**config.mk**
```make
export PLATFORM = sky130hd
export DESIGN_NAME = tpw_pwm_ctrl
export DESIGN_NICKNAME = d
export VERILOG_FILES = /design/src/tpw_pkg.sv /design/src/tpw_pwm_ctrl.sv
export SDC_FILE = /design/constraint.sdc
export NUM_CORES = 1
export LEC_CHECK = 0
export BUFFER_PORTS_ARGS = -buffer_cell sky130_fd_sc_hd__buf_2
export CAP_MARGIN = 20
export CORE_MARGIN = 5
export CORE_UTILIZATION = 40
export DETAILED_ROUTE_END_ITERATION = 7
export GPL_TIMING_DRIVEN = 0
export MAX_ROUTING_LAYER = met4
export SLEW_MARGIN = 20
export SYNTH_ARGS = -nofsm -noshare
export SYNTH_HDL_FRONTEND = slang
export SYNTH_SLANG_ARGS = --single-unit
export TNS_END_PERCENT = 5
```
**constraint.sdc**
```tcl
create_clock -name core_clk_i -period 8.2 [get_ports core_clk_i]
set_input_delay 0 -clock core_clk_i [delete_from_list [all_inputs] [get_ports core_clk_i]]
set_output_delay 0 -clock core_clk_i [all_outputs]
set_load 0.02 [all_outputs]
```
**src/tpw_pkg.sv**
```systemverilog
// constants, register map and carrier types for the three-phase pwm controller
package tpw_pkg;

  // ----------------------------------------------------------------
  // register byte offsets on apb
  // ----------------------------------------------------------------
  localparam logic [7:0] TPW_OFS_HALF_PERIOD = 8'h00;
  localparam logic [7:0] TPW_OFS_DEAD_TIME = 8'h04;
  localparam logic [7:0] TPW_OFS_MIN_PULSE = 8'h08;
  localparam logic [7:0] TPW_OFS_SYNC_WIDTH = 8'h0C;
  localparam logic [7:0] TPW_OFS_DUTY_A = 8'h10;
  localparam logic [7:0] TPW_OFS_DUTY_B = 8'h14;
  localparam logic [7:0] TPW_OFS_DUTY_C = 8'h18;
  localparam logic [7:0] TPW_OFS_SEGMENT = 8'h1C;
  localparam logic [7:0] TPW_OFS_GATE = 8'h20;
  localparam logic [7:0] TPW_OFS_MODE = 8'h24;
  localparam logic [7:0] TPW_OFS_SOFT_SHUT = 8'h28;
  localparam logic [7:0] TPW_OFS_STATUS = 8'h2C;

  // ----------------------------------------------------------------
  // widths
  // ----------------------------------------------------------------
  localparam int TPW_CNT_W = 16;
  localparam int TPW_DT_W = 10;
  localparam int TPW_SW_W = 8;
  localparam int TPW_SEG_W = 9;
  localparam int TPW_GATE_W = 10;
  localparam int TPW_ARITH_W = 18;

  // ----------------------------------------------------------------
  // field positions
  // ----------------------------------------------------------------
  localparam int TPW_SEG_EN_LSB = 0;   // six output enables, a_hi a_lo b_hi b_lo c_hi c_lo
  localparam int TPW_SEG_XO_LSB = 6;   // three crossover bits, phase a b c
  localparam int TPW_GATE_FREQ_LSB = 0;
  localparam int TPW_GATE_FREQ_W = 8;
  localparam int TPW_GATE_HI_EN = 8;
  localparam int TPW_GATE_LO_EN = 9;
  localparam int TPW_MODE_DOUBLE = 6;
  localparam int TPW_STAT_TRIP = 0;
  localparam int TPW_STAT_SHUT = 1;
  localparam int TPW_STAT_HALF = 3;

  // ----------------------------------------------------------------
  // reset values
  // ----------------------------------------------------------------
  localparam logic [TPW_CNT_W-1:0] TPW_RST_HALF_PERIOD = 16'h03E8;
  localparam logic [TPW_DT_W-1:0] TPW_RST_DEAD_TIME = 10'h000;
  localparam logic [TPW_CNT_W-1:0] TPW_RST_MIN_PULSE = 16'h0000;
  localparam logic [TPW_SW_W-1:0] TPW_RST_SYNC_WIDTH = 8'h27;
  localparam logic [TPW_CNT_W-1:0] TPW_RST_DUTY = 16'h0000;
  localparam logic [TPW_SEG_W-1:0] TPW_RST_SEGMENT = 9'h03F;
  localparam logic [TPW_GATE_W-1:0] TPW_RST_GATE = 10'h000;
  localparam logic [7:0] TPW_RST_MODE = 8'h00;

  // ----------------------------------------------------------------
  // timing unit states
  // ----------------------------------------------------------------
  typedef enum logic [2:0] {
    TPW_HALT = 3'h1,
    TPW_UP = 3'h2,
    TPW_DOWN = 3'h4
  } tpw_state_e;

  // configuration taken into the timing and output units at each sync
  typedef struct packed {
    logic [TPW_CNT_W-1:0] half_period_count;
    logic [TPW_DT_W-1:0] dead_time_count;
    logic [TPW_CNT_W-1:0] min_pulse_count;
    logic [TPW_SW_W-1:0] sync_width_count;
    logic [TPW_CNT_W-1:0] duty_phase_a;
    logic [TPW_CNT_W-1:0] duty_phase_b;
    logic [TPW_CNT_W-1:0] duty_phase_c;
    logic [TPW_SEG_W-1:0] output_segment_ctrl;
  } tpw_cfg_s;

  // current-sense comparator results, one bit per channel
  typedef struct packed {
    logic [2:0] over;
    logic [2:0] under;
    logic [2:0] floating;
  } tpw_sense_s;

endpackage

```
**src/tpw_pwm_ctrl.sv**
```systemverilog
// three-phase centre-based pwm controller with apb registers and shutdown
//
// Contract
// - six gate outputs, three phases, each with high and low side
// - period, dead time and minimum pulse come from their own registers
// - one duty register per phase sets that phase pair
// - centre-aligned complementary pair per phase, separated by dead time
// - each of six outputs has its own enable bit in segment register
// - per-phase crossover bit swaps high and low waveforms
// - chopping signal mixed in, frequency from 8-bit gate field
// - separate chop enables for high-side group and low-side group
// - single update mode takes new values once per period
// - double update mode also takes new values at period midpoint
// - one mode register bit selects single or double update
// - sync pulse at period start, plus midpoint in double mode
// - sync pulse width comes from sync-width register
// - trip pin low forces all outputs off without a clock edge
// - current sense over, under or floating shuts pwm down
// - hardware shutdown paths are combinational, work without clock
// - software shutdown write acts like a hardware trip
// - shutdown sources combine and hold the timing unit in reset
// - status shows trip pin level and which half of period
// - all counts are in core clock periods
// - separate interrupts for sync pulse and for any shutdown
// - mode bit 6 clear single, set double, cleared by reset
// - status bit 3 zero in first half, one in second half
// - each sync start latches timing, duty and segment values; gate and mode registers act at once
// - sync lasts width plus one cycles, width resets to 0x27
`timescale 1ns/1ps
module tpw_pwm_ctrl (
  input wire logic core_clk_i,
  input wire logic rst_i,
  input wire logic ce_i,
  input wire logic psel_i,
  input wire logic penable_i,
  input wire logic pwrite_i,
  input wire logic [7:0] paddr_i,
  input wire logic [31:0] pwdata_i,
  output logic [31:0] prdata_o,
  output logic pready_o,
  output logic pslverr_o,
  input wire logic trip_pin_n_i,
  input wire tpw_pkg::tpw_sense_s current_sense_input_i,
  output logic phase_a_high_out_o,
  output logic phase_a_low_out_o,
  output logic phase_b_high_out_o,
  output logic phase_b_low_out_o,
  output logic phase_c_high_out_o,
  output logic phase_c_low_out_o,
  output logic period_sync_pulse_o,
  output logic sync_irq_o,
  output logic shutdown_irq_o
);

  // ----------------------------------------------------------------
  // helper functions
  // ----------------------------------------------------------------

  // one phase: {high, low} for position p counted from the period edge
  function automatic logic [1:0] phase_wave(
    input logic [tpw_pkg::TPW_CNT_W-1:0] p,
    input logic [tpw_pkg::TPW_CNT_W-1:0] tm,
    input logic [tpw_pkg::TPW_DT_W-1:0] dt,
    input logic [tpw_pkg::TPW_CNT_W-1:0] pd,
    input logic [tpw_pkg::TPW_CNT_W-1:0] duty
  );
    logic [tpw_pkg::TPW_ARITH_W-1:0] pp;
    logic [tpw_pkg::TPW_ARITH_W-1:0] dd;
    logic [tpw_pkg::TPW_ARITH_W-1:0] edge_pos;
    logic [tpw_pkg::TPW_ARITH_W-1:0] hi_w;
    logic [tpw_pkg::TPW_ARITH_W-1:0] lo_w;
    logic hi;
    logic lo;
    pp = tpw_pkg::TPW_ARITH_W'(p);
    dd = tpw_pkg::TPW_ARITH_W'(dt);
    // switching edge sits (tm - duty) from the period edge
    edge_pos = (duty >= tm) ? '0 : tpw_pkg::TPW_ARITH_W'(tm - duty);
    hi_w = (duty > tpw_pkg::TPW_CNT_W'(dt)) ? tpw_pkg::TPW_ARITH_W'(duty) - dd : '0;
    lo_w = (edge_pos > dd) ? edge_pos - dd : '0;
    // each edge pulled in by dead time, so turn-off to turn-on is 2*dt
    hi = (pp >= edge_pos + dd) && (hi_w >= tpw_pkg::TPW_ARITH_W'(pd));
    lo = (pp + dd < edge_pos) && (lo_w >= tpw_pkg::TPW_ARITH_W'(pd));
    return {hi, lo};
  endfunction

  // register window hit for an apb byte offset
  function automatic logic hit(
    input logic [7:0] addr,
    input logic [7:0] ofs
  );
    return addr == ofs;
  endfunction

  // ----------------------------------------------------------------
  // declarations
  // ----------------------------------------------------------------
  tpw_pkg::tpw_cfg_s prog_reg;    // software-written shadow values
  tpw_pkg::tpw_cfg_s act_reg;     // values in use by the timing unit
  logic [tpw_pkg::TPW_GATE_W-1:0] gate_reg;
  logic [7:0] mode_reg;
  logic shut_latch_reg;
  logic [31:0] rdata_reg;
  logic [31:0] rdata_next;
  logic addr_ok;
  logic wr_en;
  logic rd_setup;
  tpw_pkg::tpw_state_e state_reg;
  logic [tpw_pkg::TPW_CNT_W-1:0] cnt_reg;
  logic half_reg;
  logic start_ev;
  logic mid_ev;
  logic sync_ev;
  logic [tpw_pkg::TPW_SW_W-1:0] sync_cnt_reg;
  logic sync_reg;
  logic [5:0] raw_reg;            // a_hi a_lo b_hi b_lo c_hi c_lo from timing unit
  logic [5:0] out_reg;            // after crossover, enables and chopping
  logic [5:0] routed;
  logic [tpw_pkg::TPW_GATE_FREQ_W-1:0] chop_cnt_reg;
  logic chop_reg;
  logic hw_fault;
  logic shut_any;
  logic soft_wr;
  logic shut_clr;
  logic double_mode;

  // ----------------------------------------------------------------
  // apb slave
  // ----------------------------------------------------------------

  // decode of mapped offsets
  always_comb begin
    unique case (paddr_i)
      tpw_pkg::TPW_OFS_HALF_PERIOD, tpw_pkg::TPW_OFS_DEAD_TIME,
      tpw_pkg::TPW_OFS_MIN_PULSE, tpw_pkg::TPW_OFS_SYNC_WIDTH,
      tpw_pkg::TPW_OFS_DUTY_A, tpw_pkg::TPW_OFS_DUTY_B,
      tpw_pkg::TPW_OFS_DUTY_C, tpw_pkg::TPW_OFS_SEGMENT,
      tpw_pkg::TPW_OFS_GATE, tpw_pkg::TPW_OFS_MODE,
      tpw_pkg::TPW_OFS_SOFT_SHUT, tpw_pkg::TPW_OFS_STATUS: addr_ok = 1'b1;
      default: addr_ok = 1'b0;
    endcase
  end

  // zero-wait slave; the clock enable stretches the access phase
  assign pready_o = ce_i;
  assign pslverr_o = psel_i & penable_i & ~addr_ok;
  assign wr_en = ce_i & psel_i & penable_i & pwrite_i & addr_ok;
  assign rd_setup = psel_i & ~penable_i & ~pwrite_i;
  assign prdata_o = rdata_reg;

  // read mux, registered in the setup phase so data comes from a flop
  always_comb begin
    rdata_next = '0;
    unique case (paddr_i)
      tpw_pkg::TPW_OFS_HALF_PERIOD: rdata_next = 32'(prog_reg.half_period_count);
      tpw_pkg::TPW_OFS_DEAD_TIME: rdata_next = 32'(prog_reg.dead_time_count);
      tpw_pkg::TPW_OFS_MIN_PULSE: rdata_next = 32'(prog_reg.min_pulse_count);
      tpw_pkg::TPW_OFS_SYNC_WIDTH: rdata_next = 32'(prog_reg.sync_width_count);
      tpw_pkg::TPW_OFS_DUTY_A: rdata_next = 32'(prog_reg.duty_phase_a);
      tpw_pkg::TPW_OFS_DUTY_B: rdata_next = 32'(prog_reg.duty_phase_b);
      tpw_pkg::TPW_OFS_DUTY_C: rdata_next = 32'(prog_reg.duty_phase_c);
      tpw_pkg::TPW_OFS_SEGMENT: rdata_next = 32'(prog_reg.output_segment_ctrl);
      tpw_pkg::TPW_OFS_GATE: rdata_next = 32'(gate_reg);
      tpw_pkg::TPW_OFS_MODE: rdata_next = 32'(mode_reg);
      tpw_pkg::TPW_OFS_STATUS: begin
        rdata_next[tpw_pkg::TPW_STAT_TRIP] = trip_pin_n_i;
        rdata_next[tpw_pkg::TPW_STAT_SHUT] = shut_latch_reg;
        rdata_next[tpw_pkg::TPW_STAT_HALF] = half_reg;
      end
      default: rdata_next = '0;
    endcase
  end

  // read data flop
  always_ff @(posedge core_clk_i) begin
    if (rst_i) begin
      rdata_reg <= '0;
    end else if (ce_i && rd_setup) begin
      rdata_reg <= rdata_next;
    end
  end

  // programming registers, shadowed until the next sync except gate and mode, which act at once
  always_ff @(posedge core_clk_i) begin
    if (rst_i) begin
      prog_reg.half_period_count <= tpw_pkg::TPW_RST_HALF_PERIOD;
      prog_reg.dead_time_count <= tpw_pkg::TPW_RST_DEAD_TIME;
      prog_reg.min_pulse_count <= tpw_pkg::TPW_RST_MIN_PULSE;
      prog_reg.sync_width_count <= tpw_pkg::TPW_RST_SYNC_WIDTH;
      prog_reg.duty_phase_a <= tpw_pkg::TPW_RST_DUTY;
      prog_reg.duty_phase_b <= tpw_pkg::TPW_RST_DUTY;
      prog_reg.duty_phase_c <= tpw_pkg::TPW_RST_DUTY;
      prog_reg.output_segment_ctrl <= tpw_pkg::TPW_RST_SEGMENT;
      gate_reg <= tpw_pkg::TPW_RST_GATE;
      mode_reg <= tpw_pkg::TPW_RST_MODE;
    end else if (wr_en) begin
      if (hit(paddr_i, tpw_pkg::TPW_OFS_HALF_PERIOD)) begin
        prog_reg.half_period_count <= pwdata_i[tpw_pkg::TPW_CNT_W-1:0];
      end
      if (hit(paddr_i, tpw_pkg::TPW_OFS_DEAD_TIME)) begin
        prog_reg.dead_time_count <= pwdata_i[tpw_pkg::TPW_DT_W-1:0];
      end
      if (hit(paddr_i, tpw_pkg::TPW_OFS_MIN_PULSE)) begin
        prog_reg.min_pulse_count <= pwdata_i[tpw_pkg::TPW_CNT_W-1:0];
      end
      if (hit(paddr_i, tpw_pkg::TPW_OFS_SYNC_WIDTH)) begin
        prog_reg.sync_width_count <= pwdata_i[tpw_pkg::TPW_SW_W-1:0];
      end
      if (hit(paddr_i, tpw_pkg::TPW_OFS_DUTY_A)) begin
        prog_reg.duty_phase_a <= pwdata_i[tpw_pkg::TPW_CNT_W-1:0];
      end
      if (hit(paddr_i, tpw_pkg::TPW_OFS_DUTY_B)) begin
        prog_reg.duty_phase_b <= pwdata_i[tpw_pkg::TPW_CNT_W-1:0];
      end
      if (hit(paddr_i, tpw_pkg::TPW_OFS_DUTY_C)) begin
        prog_reg.duty_phase_c <= pwdata_i[tpw_pkg::TPW_CNT_W-1:0];
      end
      if (hit(paddr_i, tpw_pkg::TPW_OFS_SEGMENT)) begin
        prog_reg.output_segment_ctrl <= pwdata_i[tpw_pkg::TPW_SEG_W-1:0];
      end
      if (hit(paddr_i, tpw_pkg::TPW_OFS_GATE)) begin
        gate_reg <= pwdata_i[tpw_pkg::TPW_GATE_W-1:0];
      end
      if (hit(paddr_i, tpw_pkg::TPW_OFS_MODE)) begin
        mode_reg <= pwdata_i[7:0];
      end
    end
  end

  // ----------------------------------------------------------------
  // shutdown controller
  // ----------------------------------------------------------------

  // unclocked fault sum, so outputs die even with the clock stopped
  assign hw_fault = ~trip_pin_n_i
    | (|current_sense_input_i.over)
    | (|current_sense_input_i.under)
    | (|current_sense_input_i.floating);
  assign soft_wr = wr_en & hit(paddr_i, tpw_pkg::TPW_OFS_SOFT_SHUT);
  assign shut_clr = wr_en & hit(paddr_i, tpw_pkg::TPW_OFS_STATUS)
    & pwdata_i[tpw_pkg::TPW_STAT_SHUT];
  assign shut_any = hw_fault | shut_latch_reg;

  // sticky shutdown flag; a new fault wins over a software clear
  always_ff @(posedge core_clk_i) begin
    if (rst_i) begin
      shut_latch_reg <= 1'b0;
    end else if (ce_i) begin
      if (hw_fault || soft_wr) begin
        shut_latch_reg <= 1'b1;
      end else if (shut_clr) begin
        shut_latch_reg <= 1'b0;
      end
    end
  end

  // one interrupt pulse as the flag first sets
  always_ff @(posedge core_clk_i) begin
    if (rst_i) begin
      shutdown_irq_o <= 1'b0;
    end else if (ce_i) begin
      shutdown_irq_o <= (hw_fault | soft_wr) & ~shut_latch_reg;
    end
  end

  // ----------------------------------------------------------------
  // timing unit
  // ----------------------------------------------------------------
  assign double_mode = mode_reg[tpw_pkg::TPW_MODE_DOUBLE];
  assign start_ev = ~shut_any & ((state_reg == tpw_pkg::TPW_HALT)
    | ((state_reg == tpw_pkg::TPW_DOWN) & (cnt_reg == '0)));
  assign mid_ev = ~shut_any & (state_reg == tpw_pkg::TPW_UP)
    & (cnt_reg + 1'b1 >= act_reg.half_period_count);
  assign sync_ev = start_ev | (mid_ev & double_mode);

  // up/down counter, each half lasts half_period_count cycles
  always_ff @(posedge core_clk_i) begin
    if (rst_i) begin
      state_reg <= tpw_pkg::TPW_HALT;
      cnt_reg <= '0;
      half_reg <= 1'b0;
    end else if (ce_i) begin
      if (shut_any) begin
        state_reg <= tpw_pkg::TPW_HALT;
        cnt_reg <= '0;
        half_reg <= 1'b0;
      end else begin
        unique case (state_reg)
          tpw_pkg::TPW_HALT: begin
            state_reg <= tpw_pkg::TPW_UP;
            cnt_reg <= '0;
            half_reg <= 1'b0;
          end
          tpw_pkg::TPW_UP: begin
            if (mid_ev) begin
              state_reg <= tpw_pkg::TPW_DOWN;
              half_reg <= 1'b1;
            end else begin
              cnt_reg <= cnt_reg + 1'b1;
            end
          end
          tpw_pkg::TPW_DOWN: begin
            if (cnt_reg == '0) begin
              state_reg <= tpw_pkg::TPW_UP;
              half_reg <= 1'b0;
            end else begin
              cnt_reg <= cnt_reg - 1'b1;
            end
          end
        endcase
      end
    end
  end

  // take the shadow values at every sync rising edge
  always_ff @(posedge core_clk_i) begin
    if (rst_i) begin
      act_reg.half_period_count <= tpw_pkg::TPW_RST_HALF_PERIOD;
      act_reg.dead_time_count <= tpw_pkg::TPW_RST_DEAD_TIME;
      act_reg.min_pulse_count <= tpw_pkg::TPW_RST_MIN_PULSE;
      act_reg.sync_width_count <= tpw_pkg::TPW_RST_SYNC_WIDTH;
      act_reg.duty_phase_a <= tpw_pkg::TPW_RST_DUTY;
      act_reg.duty_phase_b <= tpw_pkg::TPW_RST_DUTY;
      act_reg.duty_phase_c <= tpw_pkg::TPW_RST_DUTY;
      act_reg.output_segment_ctrl <= tpw_pkg::TPW_RST_SEGMENT;
    end else if (ce_i && sync_ev) begin
      act_reg <= prog_reg;
    end
  end

  // sync pulse of width+1 cycles, restarted by each event
  always_ff @(posedge core_clk_i) begin
    if (rst_i) begin
      sync_reg <= 1'b0;
      sync_cnt_reg <= '0;
    end else if (ce_i) begin
      if (sync_ev) begin
        sync_reg <= 1'b1;
        sync_cnt_reg <= prog_reg.sync_width_count;
      end else if (shut_any || sync_cnt_reg == '0) begin
        sync_reg <= 1'b0;
      end else begin
        sync_cnt_reg <= sync_cnt_reg - 1'b1;
      end
    end
  end
  assign period_sync_pulse_o = sync_reg;

  // sync interrupt, one pulse per sync rising edge
  always_ff @(posedge core_clk_i) begin
    if (rst_i) begin
      sync_irq_o <= 1'b0;
    end else if (ce_i) begin
      sync_irq_o <= sync_ev;
    end
  end

  // raw complementary pairs from the active values
  always_ff @(posedge core_clk_i) begin
    if (rst_i) begin
      raw_reg <= '0;
    end else if (ce_i) begin
      if (state_reg == tpw_pkg::TPW_HALT) begin
        raw_reg <= '0;
      end else begin
        raw_reg[5:4] <= phase_wave(cnt_reg, act_reg.half_period_count,
          act_reg.dead_time_count, act_reg.min_pulse_count, act_reg.duty_phase_a);
        raw_reg[3:2] <= phase_wave(cnt_reg, act_reg.half_period_count,
          act_reg.dead_time_count, act_reg.min_pulse_count, act_reg.duty_phase_b);
        raw_reg[1:0] <= phase_wave(cnt_reg, act_reg.half_period_count,
          act_reg.dead_time_count, act_reg.min_pulse_count, act_reg.duty_phase_c);
      end
    end
  end

  // ----------------------------------------------------------------
  // output control and gate-drive chopping
  // ----------------------------------------------------------------

  // crossover swaps each pair when its bit is set
  always_comb begin
    routed = raw_reg;
    for (int ph = 0; ph < 3; ph++) begin
      if (act_reg.output_segment_ctrl[tpw_pkg::TPW_SEG_XO_LSB + ph]) begin
        routed[2*ph+1] = raw_reg[2*ph];
        routed[2*ph] = raw_reg[2*ph+1];
      end
    end
  end

  // chop square wave, toggles every field+1 cycles
  always_ff @(posedge core_clk_i) begin
    if (rst_i) begin
      chop_cnt_reg <= '0;
      chop_reg <= 1'b0;
    end else if (ce_i) begin
      if (chop_cnt_reg >= gate_reg[tpw_pkg::TPW_GATE_FREQ_LSB +: tpw_pkg::TPW_GATE_FREQ_W]) begin
        chop_cnt_reg <= '0;
        chop_reg <= ~chop_reg;
      end else begin
        chop_cnt_reg <= chop_cnt_reg + 1'b1;
      end
    end
  end

  // enables then chopping per side group
  always_ff @(posedge core_clk_i) begin
    if (rst_i) begin
      out_reg <= '0;
    end else if (ce_i) begin
      for (int i = 0; i < 6; i++) begin
        out_reg[i] <= routed[i]
          & act_reg.output_segment_ctrl[tpw_pkg::TPW_SEG_EN_LSB + i]
          & ((i % 2 == 1) ? (~gate_reg[tpw_pkg::TPW_GATE_HI_EN] | chop_reg)
                          : (~gate_reg[tpw_pkg::TPW_GATE_LO_EN] | chop_reg));
      end
    end
  end

  // final gating is unclocked so a trip acts at once
  assign phase_a_high_out_o = out_reg[5] & ~shut_any;
  assign phase_a_low_out_o = out_reg[4] & ~shut_any;
  assign phase_b_high_out_o = out_reg[3] & ~shut_any;
  assign phase_b_low_out_o = out_reg[2] & ~shut_any;
  assign phase_c_high_out_o = out_reg[1] & ~shut_any;
  assign phase_c_low_out_o = out_reg[0] & ~shut_any;

endmodule

```
==> results.txt, run 1 <==
----------------------------------------------------
[Status]
  Status ... finished clean

[Global routing]
  Most heavily used metal layer in global routing ... met2
  Vias in the first global route ... 24860
  Sum of overflow across all layers after global routing ... 0
  Pin count of the biggest net entering global routing ... 14
  Met2 global-route usage ... 0.4500
  GR met3 Demand/Resource ... 0.04651
  Global-route usage over all layers ... 0.2965
  Met1 demand-to-capacity share in global routing ... 0.3996
  Antenna violations before repair ... 3
  Global-route wire length before repair ... 158000 um

[Drt]
  Via/cell ratio ... 5.971
  Total wirelength of the detailed-routed design ... 107400 um
  Routed wire length per instance ... 23.81 um
  Antenna violation net count after detailed routing ... 0
  Count of vias placed by the detailed router ... 26920
  First-pass iteration count of the detailed router ... 8
  Iteration-0 DRC count of the detailed router ... 2844
  DRC violations left ... 0

[Synth]
  Portion of the post-synthesis area used by sequential elements ... 0.2192
  Synthesis-stage register bit count ... 292
  Count of mapped cells out of synthesis ... 3492
  Warnings, synthesis ... 0
  Number of enable-type register cells in the synthesized netlist ... 0
  Flip-flop cell with the highest count after synthesis ... sky130_fd_sc_hd__dfxtp_1
  Post-synthesis average cell area ... 7.638 um^2
  Distinct cell type count of the synthesized netlist ... 109
  Asr flop ratio synth ... 0
  Area of the mapped netlist ... 26670 um^2

[Critical path]
  Worst EP arrival ... 7750 ps
  Crit path buffers/inverters ... 5
  Number of gates on the worst path with buffers counted ... 29
  Most frequent cell on the critical path ... sky130_fd_sc_hd__a21o_1
  Path depth of the worst reg2reg path ... 29
  Type of destination of the critical path ... flop
  Type of the worst setup path ... reg2reg
  Critical Path Slowest Stage Cell ... sky130_fd_sc_hd__nor4_1
  Critical Path Source Type ... flop
  Largest stage delay, worst path ... 650 ps
  Data required time of the worst path ... 8620 ps
  Crit Path Max Fanout ... 10
  Crit-path leading delay family ... compound AO/OA/AOI/OAI gates

[Clocking]
  Count of H-tree levels built during CTS ... 2
  Buffer levels on the longest clock path ... 3
  Clock slew at reported path FFs ... 70 ps
  Clock tree from TritonCTS ... yes
  Source-to-sink clock delay at the later pin of the worst-skew pair ... 570 ps
  Sink Count ... 292
  PostCTS Resize Cnt ... 0
  Cell chosen for the clock root ... sky130_fd_sc_hd__clkbuf_16
  Number of clock buffers inserted by TritonCTS ... 34

[Flow run]
  Count of maximum capacitance violations ... 0

[Die]
  Vertical die dimension ... 268.2 um
  Number of rows in the core area ... 94
  Initial standard-cell utilization of the core ... 0.4042
  Number of ports placed on the die boundary ... 99
  Die outline area ... 71940 um^2
  Core region area ... 65980 um^2
  Die width ... 268.2 um

[Timing]
  Final worst-path cycle share ... 0.8929
  Normalized max-slew margin ... 0.2496
  Highest clock rate ... 136.6 MHz
  Transition at the pin with the smallest max-transition slack ... 1116 ps
  Worst setup margin ... 878.6 ps
  Final min period ... 7321 ps
  Final setup TNS ... 0 ps
  Largest clock skew in the final design ... 28.86 ps
  Final hold vios ... 0
  Setup-violating endpoint count in the final report ... 0
  RSZ-0062 raised after global routing ... no
  Final Slew Violations ... 0

[Hold path]
  Classification of the worst-slack hold path ... in2reg
  Instance count along the most critical hold path ... 3

[Final layout]
  Growth of design area from synthesis to finish ... 10.64%
  Nets ... 4055
  Final core utilization ... 0.4472
  Number of flip-flops under the largest register name ... 107
  FF/Latch Area ... 5846 um^2
  Multi-input combinational cell area ... 19290 um^2
  Number of standard cells in the final layout excluding fillers ... 4508
  Fillers ... 6694
  Share of layout cells above drive strength 1 ... 0.07198

[Placement]
  Hpwl dp ... 85180 um
  GP Congestion ... 1.002
  Quantity of I/O buffers inserted on ports ... 56
  Number of cells after detailed placement ... 4428
  Worst slack, placed ... 997.8 ps

[Pwr]
  Pwr dens ... 110.3 nW/um^2
  Clock network fraction of total power ... 0.516
  Overall power of the completed layout ... 3256 uW
  Switching Fraction ... 0.2438
  Maximum ir drop on the vdd rail ... 0.1828 mV
  Combinational share of power ... 0.047
  Total net switching power ... 793.8 uW
  Leakage power of the design ... 0.01175 uW
  Sequential share of power ... 0.437
  Power Internal ... 2462 uW

----------------------------------------------------
## routing by layer
layer,part of all wire,vias to the layer above
met2,0.43,1138
met1,0.44,12690
met5,0,-
li1,-,12840
met4,0.048,0
met3,0.082,255
## cell usage after synthesis, types with 63 or more instances
master                     count  area share
sky130_fd_sc_hd__a21o_1       85       0.024
sky130_fd_sc_hd__a21oi_1     368       0.069
sky130_fd_sc_hd__clkbuf_1    136       0.019
sky130_fd_sc_hd__dfxtp_1     292        0.22
sky130_fd_sc_hd__ha_1        371        0.17
sky130_fd_sc_hd__inv_1       198       0.028
sky130_fd_sc_hd__nand2_1     341       0.048
sky130_fd_sc_hd__nand3_1     184       0.035
sky130_fd_sc_hd__nor2_1      252       0.035
sky130_fd_sc_hd__nor3_1       63       0.012
sky130_fd_sc_hd__o21ai_0     210       0.039
sky130_fd_sc_hd__xnor2_1     117       0.038
## placed cells by master (no fill, tap or decap), types with 13 or more instances in the layout
| cell | instances |
|---|---|
| sky130_fd_sc_hd__clkbuf_1 | 138 |
| sky130_fd_sc_hd__nand2_1 | 341 |
| sky130_fd_sc_hd__or2_2 | 13 |
| sky130_fd_sc_hd__a211oi_1 | 31 |
| sky130_fd_sc_hd__fa_1 | 13 |
| sky130_fd_sc_hd__and3_1 | 22 |
| sky130_fd_sc_hd__and2_1 | 27 |
| sky130_fd_sc_hd__a21oi_1 | 368 |
| sky130_fd_sc_hd__nor3_1 | 63 |
| sky130_fd_sc_hd__a22oi_1 | 24 |
| sky130_fd_sc_hd__a31oi_1 | 25 |
| sky130_fd_sc_hd__a21o_1 | 85 |
| sky130_fd_sc_hd__buf_4 | 22 |
| sky130_fd_sc_hd__mux2i_1 | 38 |
| sky130_fd_sc_hd__o31ai_1 | 13 |
| sky130_fd_sc_hd__buf_2 | 90 |
| sky130_fd_sc_hd__nor2b_1 | 53 |
| sky130_fd_sc_hd__nor2_1 | 252 |
| sky130_fd_sc_hd__xnor2_1 | 117 |
| sky130_fd_sc_hd__dfxtp_1 | 292 |
| sky130_fd_sc_hd__dlygate4sd3_1 | 15 |
| sky130_fd_sc_hd__o21a_1 | 31 |
| sky130_fd_sc_hd__nor4_1 | 28 |
| sky130_fd_sc_hd__o211ai_1 | 16 |
| sky130_fd_sc_hd__or3_1 | 23 |
| sky130_fd_sc_hd__clkbuf_16 | 35 |
| sky130_fd_sc_hd__ha_1 | 371 |
| sky130_fd_sc_hd__a22o_1 | 15 |
| sky130_fd_sc_hd__nand4_1 | 60 |
| sky130_fd_sc_hd__inv_1 | 198 |
| sky130_fd_sc_hd__o21bai_1 | 22 |
| sky130_fd_sc_hd__nand2b_1 | 35 |
| sky130_fd_sc_hd__o21ai_1 | 14 |
| sky130_fd_sc_hd__a221oi_1 | 26 |
| sky130_fd_sc_hd__nand3_1 | 184 |
| sky130_fd_sc_hd__conb_1 | 16 |
| sky130_fd_sc_hd__xor2_1 | 58 |
| sky130_fd_sc_hd__o21ai_0 | 210 |
## path summary, 6_finish.rpt
path	from	end	slack, ps
setup / recovery	act_reg[19]	raw_reg[0]	880
hold / removal	pwdata_i[5]	prog_reg[46]	60
setup reg to reg	act_reg[19]	raw_reg[0]	880
hold reg to reg	prdata_o[0]	prdata_o[0]	470
## kinds of logic after synthesis
| logic type | share of synthesized area |
|---|---|
| simple gates | 0.2121 |
| compound gates | 0.2457 |
| buf+inv | 0.06117 |
| fa+ha+maj | 0.1838 |
| flops | 0.2192 |
| xor+xnor | 0.05747 |
| mux | 0.02041 |
| other cells | 0.0001406 |
## what timing repair did
item,CTS,global route
hold buffers,15,0
endpoints found under the hold margin,65,0
setup buffers,0,0
## worst min-delay path, delay by kind of cell
kind	cells	cell delay, ps
AO/OA/AOI/OAI	1	50
buffers and inverters	1	360
AND/OR/NAND/NOR	1	160
## layout make-up
type | instances | area share
well taps | 864 | 0.03663
diodes | 4 | 0.0003392
flip-flops and latches | 292 | 0.1981
inverters | 198 | 0.02519
repair buffers | 72 | 0.01484
plain buffers | 198 | 0.03010
multi-input cells | 2819 | 0.6536
clock buffers | 43 | 0.03273
clock inverters | 18 | 0.008438
## per-stage QoR
step / cell area, um^2 / hold WS (ps)
after floorplan: 26730 / 112.6
after global placement: 28090 / 220.2
after detailed placement: 28130 / 221.0
after CTS: 29490 / 26.96
after global routing: 29510 / 58.43
final: 29510 / 56.60
## power by group through the flow
stage	combinational, uW	sequential, uW	clock, uW
finish	152	1420	1680
detailed placement	141	1460	0
floorplan	83.1	1450	0
global route	161	1420	1750
global placement	141	1460	0
CTS	148	1420	1680
(Power assumes the default switching activity.)
==> run 2: changes to the inputs <==
--- a/config.mk
+++ b/config.mk
@@ -6,4 +6,5 @@
 export NUM_CORES = 1
 export LEC_CHECK = 0
+export ABC_CLOCK_PERIOD_IN_PS = 8200
 export BUFFER_PORTS_ARGS = -buffer_cell sky130_fd_sc_hd__buf_2
 export CAP_MARGIN = 20
==> constraint.sdc (replaced) <==
create_clock -name core_clk_i -period 8.2 [get_ports core_clk_i]
set_input_delay 0.41 -clock core_clk_i [delete_from_list [all_inputs] [get_ports core_clk_i]]
set_output_delay 0.41 -clock core_clk_i [all_outputs]
set_load 0.02 [all_outputs]
==> run 2 against run 1 <==
Compared with the run above: the run now ends with DRC left; non-clock buffer count decreased by 15; maximum frequency shrank 0.78%; clock-buffer cell count did not move; sequential cell count is the same; clock power is essentially flat; first-iteration DRC count down 5.1%; cell area decreased by 0.49%; clock skew is 4.5 ps lower.
==> results.txt, run 2 (synthesis gave the netlist of run 1 again) <==
----------------------------------------------------
[Timing]
  Final hold vios ... 0 (unchanged)
  Normalized max-slew margin ... 0.2406 (-0.009054)
  Final Slew Violations ... 0 (unchanged)
  Setup-violating endpoint count in the final report ... 0 (unchanged)
  Transition at the pin with the smallest max-transition slack ... 1130 ps (+13.47 ps)
  Final worst-path cycle share ... 0.8999 (+0.007003)
  RSZ-0062 raised after global routing ... no
  Final min period ... 7379 ps (+57.43 ps)
  Final setup TNS ... 0 ps (unchanged)
  Highest clock rate ... 135.5 MHz (-0.78%)
  Largest clock skew in the final design ... 24.34 ps (-4.520 ps)

[Placement]
  Hpwl dp ... 85180 um (unchanged)
  GP Congestion ... 1.002 (unchanged)
  Number of cells after detailed placement ... 4428 (unchanged)
  Quantity of I/O buffers inserted on ports ... 56 (unchanged)
  Post-Place Cell Area ... 28130 um^2 (unchanged)

[Drt]
  DRC violations left ... 2 (+2)
  Iteration-0 DRC count of the detailed router ... 2698 (-5.1%)
  Routed wire length per instance ... 23.86 um (+0.20%)
  Count of vias placed by the detailed router ... 26800 (-0.44%)
  Via/cell ratio ... 5.962 (-0.15%)
  Total wirelength of the detailed-routed design ... 107300 um (about the same)
  First-pass iteration count of the detailed router ... 8 (unchanged)
  Antenna violation net count after detailed routing ... 0 (unchanged)

[Pwr]
  Switching Fraction ... 0.2440 (about the same)
  Leakage power of the design ... 0.01169 uW (-0.54%)
  Combinational share of power ... 0.045 (-0.002)
  Maximum ir drop on the vdd rail ... 0.1815 mV (-0.67%)
  Clock network fraction of total power ... 0.517 (about the same)
  Power Internal ... 2458 uW (-0.20%)
  Total net switching power ... 793.1 uW (about the same)
  Pwr dens ... 110.7 nW/um^2 (+0.32%)
  Sequential share of power ... 0.438 (about the same)

[Critical path]
  Worst EP arrival ... 7800 ps (+50 ps)
  Data required time of the worst path ... 8630 ps (about the same)
  Crit path buffers/inverters ... 5 (unchanged)
  Critical Path Slowest Stage Cell ... sky130_fd_sc_hd__nor4_1
  Type of the worst setup path ... reg2reg
  Type of destination of the critical path ... flop
  Largest stage delay, worst path ... 660 ps (about the same)
  Number of gates on the worst path with buffers counted ... 29 (unchanged)
  Path depth of the worst reg2reg path ... 29 (unchanged)
  Crit Path Max Fanout ... 10 (unchanged)
  Critical Path Source Type ... flop
  Most frequent cell on the critical path ... sky130_fd_sc_hd__a21o_1
  Crit-path leading delay family ... compound AO/OA/AOI/OAI gates

[Clocking]
  Buffer levels on the longest clock path ... 3 (unchanged)
  Count of hold-fix buffers inserted at cts ... 0 (-15)
  PostCTS Resize Cnt ... 0 (unchanged)
  Count of H-tree levels built during CTS ... 2 (unchanged)
  Number of buffers added for setup after CTS ... 0 (unchanged)
  Clock tree from TritonCTS ... yes
  Number of clock buffers inserted by TritonCTS ... 34 (unchanged)
  Clock slew at reported path FFs ... 60 ps (about the same)
  Sink Count ... 292 (unchanged)
  Source-to-sink clock delay at the later pin of the worst-skew pair ... 560 ps (about the same)
  Cell chosen for the clock root ... sky130_fd_sc_hd__clkbuf_16

[Die]
  Core region area ... 65980 um^2 (unchanged)
  Number of rows in the core area ... 94 (unchanged)
  Die outline area ... 71940 um^2 (unchanged)
  Initial standard-cell utilization of the core ... 0.4042 (unchanged)
  Die width ... 268.2 um (unchanged)
  Number of ports placed on the die boundary ... 99 (unchanged)
  Vertical die dimension ... 268.2 um (unchanged)

[Final layout]
  Post-route standard cell area excluding fillers ... 29360 um^2 (-0.49%)
  Most common cell after layout, fill and taps aside ... sky130_fd_sc_hd__ha_1
  Number of flip-flops under the largest register name ... 107 (unchanged)
  Nets ... 4040 (-0.37%)
  Commonest cells after routing, fill and taps aside ... sky130_fd_sc_hd__ha_1, sky130_fd_sc_hd__a21oi_1, sky130_fd_sc_hd__nand2_1
  Share of layout cells above drive strength 1 ... 0.07228 (+0.0002978)
  Number of standard cells in the final layout excluding fillers ... 4495 (-0.29%)
  Growth of design area from synthesis to finish ... 10.10%

[Status]
  Status ... complete, but fails checks
  Violated checks ... DRC

[Flow run]
  Count of maximum capacitance violations ... 0 (unchanged)

[Global routing]
  Met2 global-route usage ... 0.4498 (about the same)
  Antenna violations before repair ... 4 (+1)
  Global-route wire length before repair ... 157700 um (-0.21%)
  Global-route usage over all layers ... 0.2961 (-0.0004414)
  Pin count of the biggest net entering global routing ... 14 (unchanged)
  Most heavily used metal layer in global routing ... met2
  Met1 demand-to-capacity share in global routing ... 0.3978 (-0.001765)
  Sum of overflow across all layers after global routing ... 0 (unchanged)
  GR met3 Demand/Resource ... 0.04889 (+0.002381)
  Vias in the first global route ... 24730 (-0.53%)

[Hold path]
  Instance count along the most critical hold path ... 3 (unchanged)
  Classification of the worst-slack hold path ... in2reg

----------------------------------------------------
run 2: changes by cell type in the layout (fill, tap and decap cells not counted), sizes merged:
cell and change:
diode +2, dlygate4sd3 -15
run 2: final cells by class:
class / instances / area (um^2)
antenna: 6 / 15.01
buffer: 198 / 888.4
clock buffer: 43 / 965.9
clock inverter: 18 / 249.0
fill: 6716 / 36620
inverter: 198 / 743.2
multi-input combinational: 2819 / 19290
sequential: 292 / 5846
tap: 864 / 1081
timing repair buffer: 57 / 287.8
run 2: through the flow:
step                      power (uW)  hold slack, ps    util  worst slack (ps)
final                           3251           156.5  0.4450             821.2
after detailed placement        1597           447.3  0.4263             997.8
after CTS                       3250           139.6  0.4447             957.3
after global placement          1597           453.1  0.4257             889.7
after global routing            3329           147.8  0.4450             458.8
after floorplan                 1538           437.8       -              2471
run 2: power by group through the flow:
stage                     logic (uW)  clock network [uW]  registers, uW
after floorplan                 83.1                   0           1450
after global placement           141                   0           1460
after detailed placement         141                   0           1460
after CTS                        142                1680           1420
after global routing             155                1750           1420
final                            145                1680           1420
run 2: routing by layer:
layer | share of wire | wire length (um)
met2 | 0.43 | 46270
met3 | 0.082 | 8750
met1 | 0.44 | 47260
met4 | 0.046 | 4986
met5 | 0 | 0
run 2: worst reg2reg max path, delay by kind of cell (launching register included):
| kind | cells | cell delay (ps) |
|---|---|---|
| compound gates | 13 | 2570 |
| simple gates | 8 | 2290 |
| fa+ha+maj | 3 | 1040 |
| buf+inv | 5 | 930 |
| flops | 1 | 430 |
run 2: final timing paths:
check / start / to / slack (ps)
worst max-delay path: act_reg[19] / raw_reg[0] / 820
worst min-delay path: pwdata_i[10] / prog_reg[19] / 160
worst max register to register: act_reg[19] / raw_reg[0] / 820
worst min register to register: prdata_o[0] / prdata_o[0] / 460
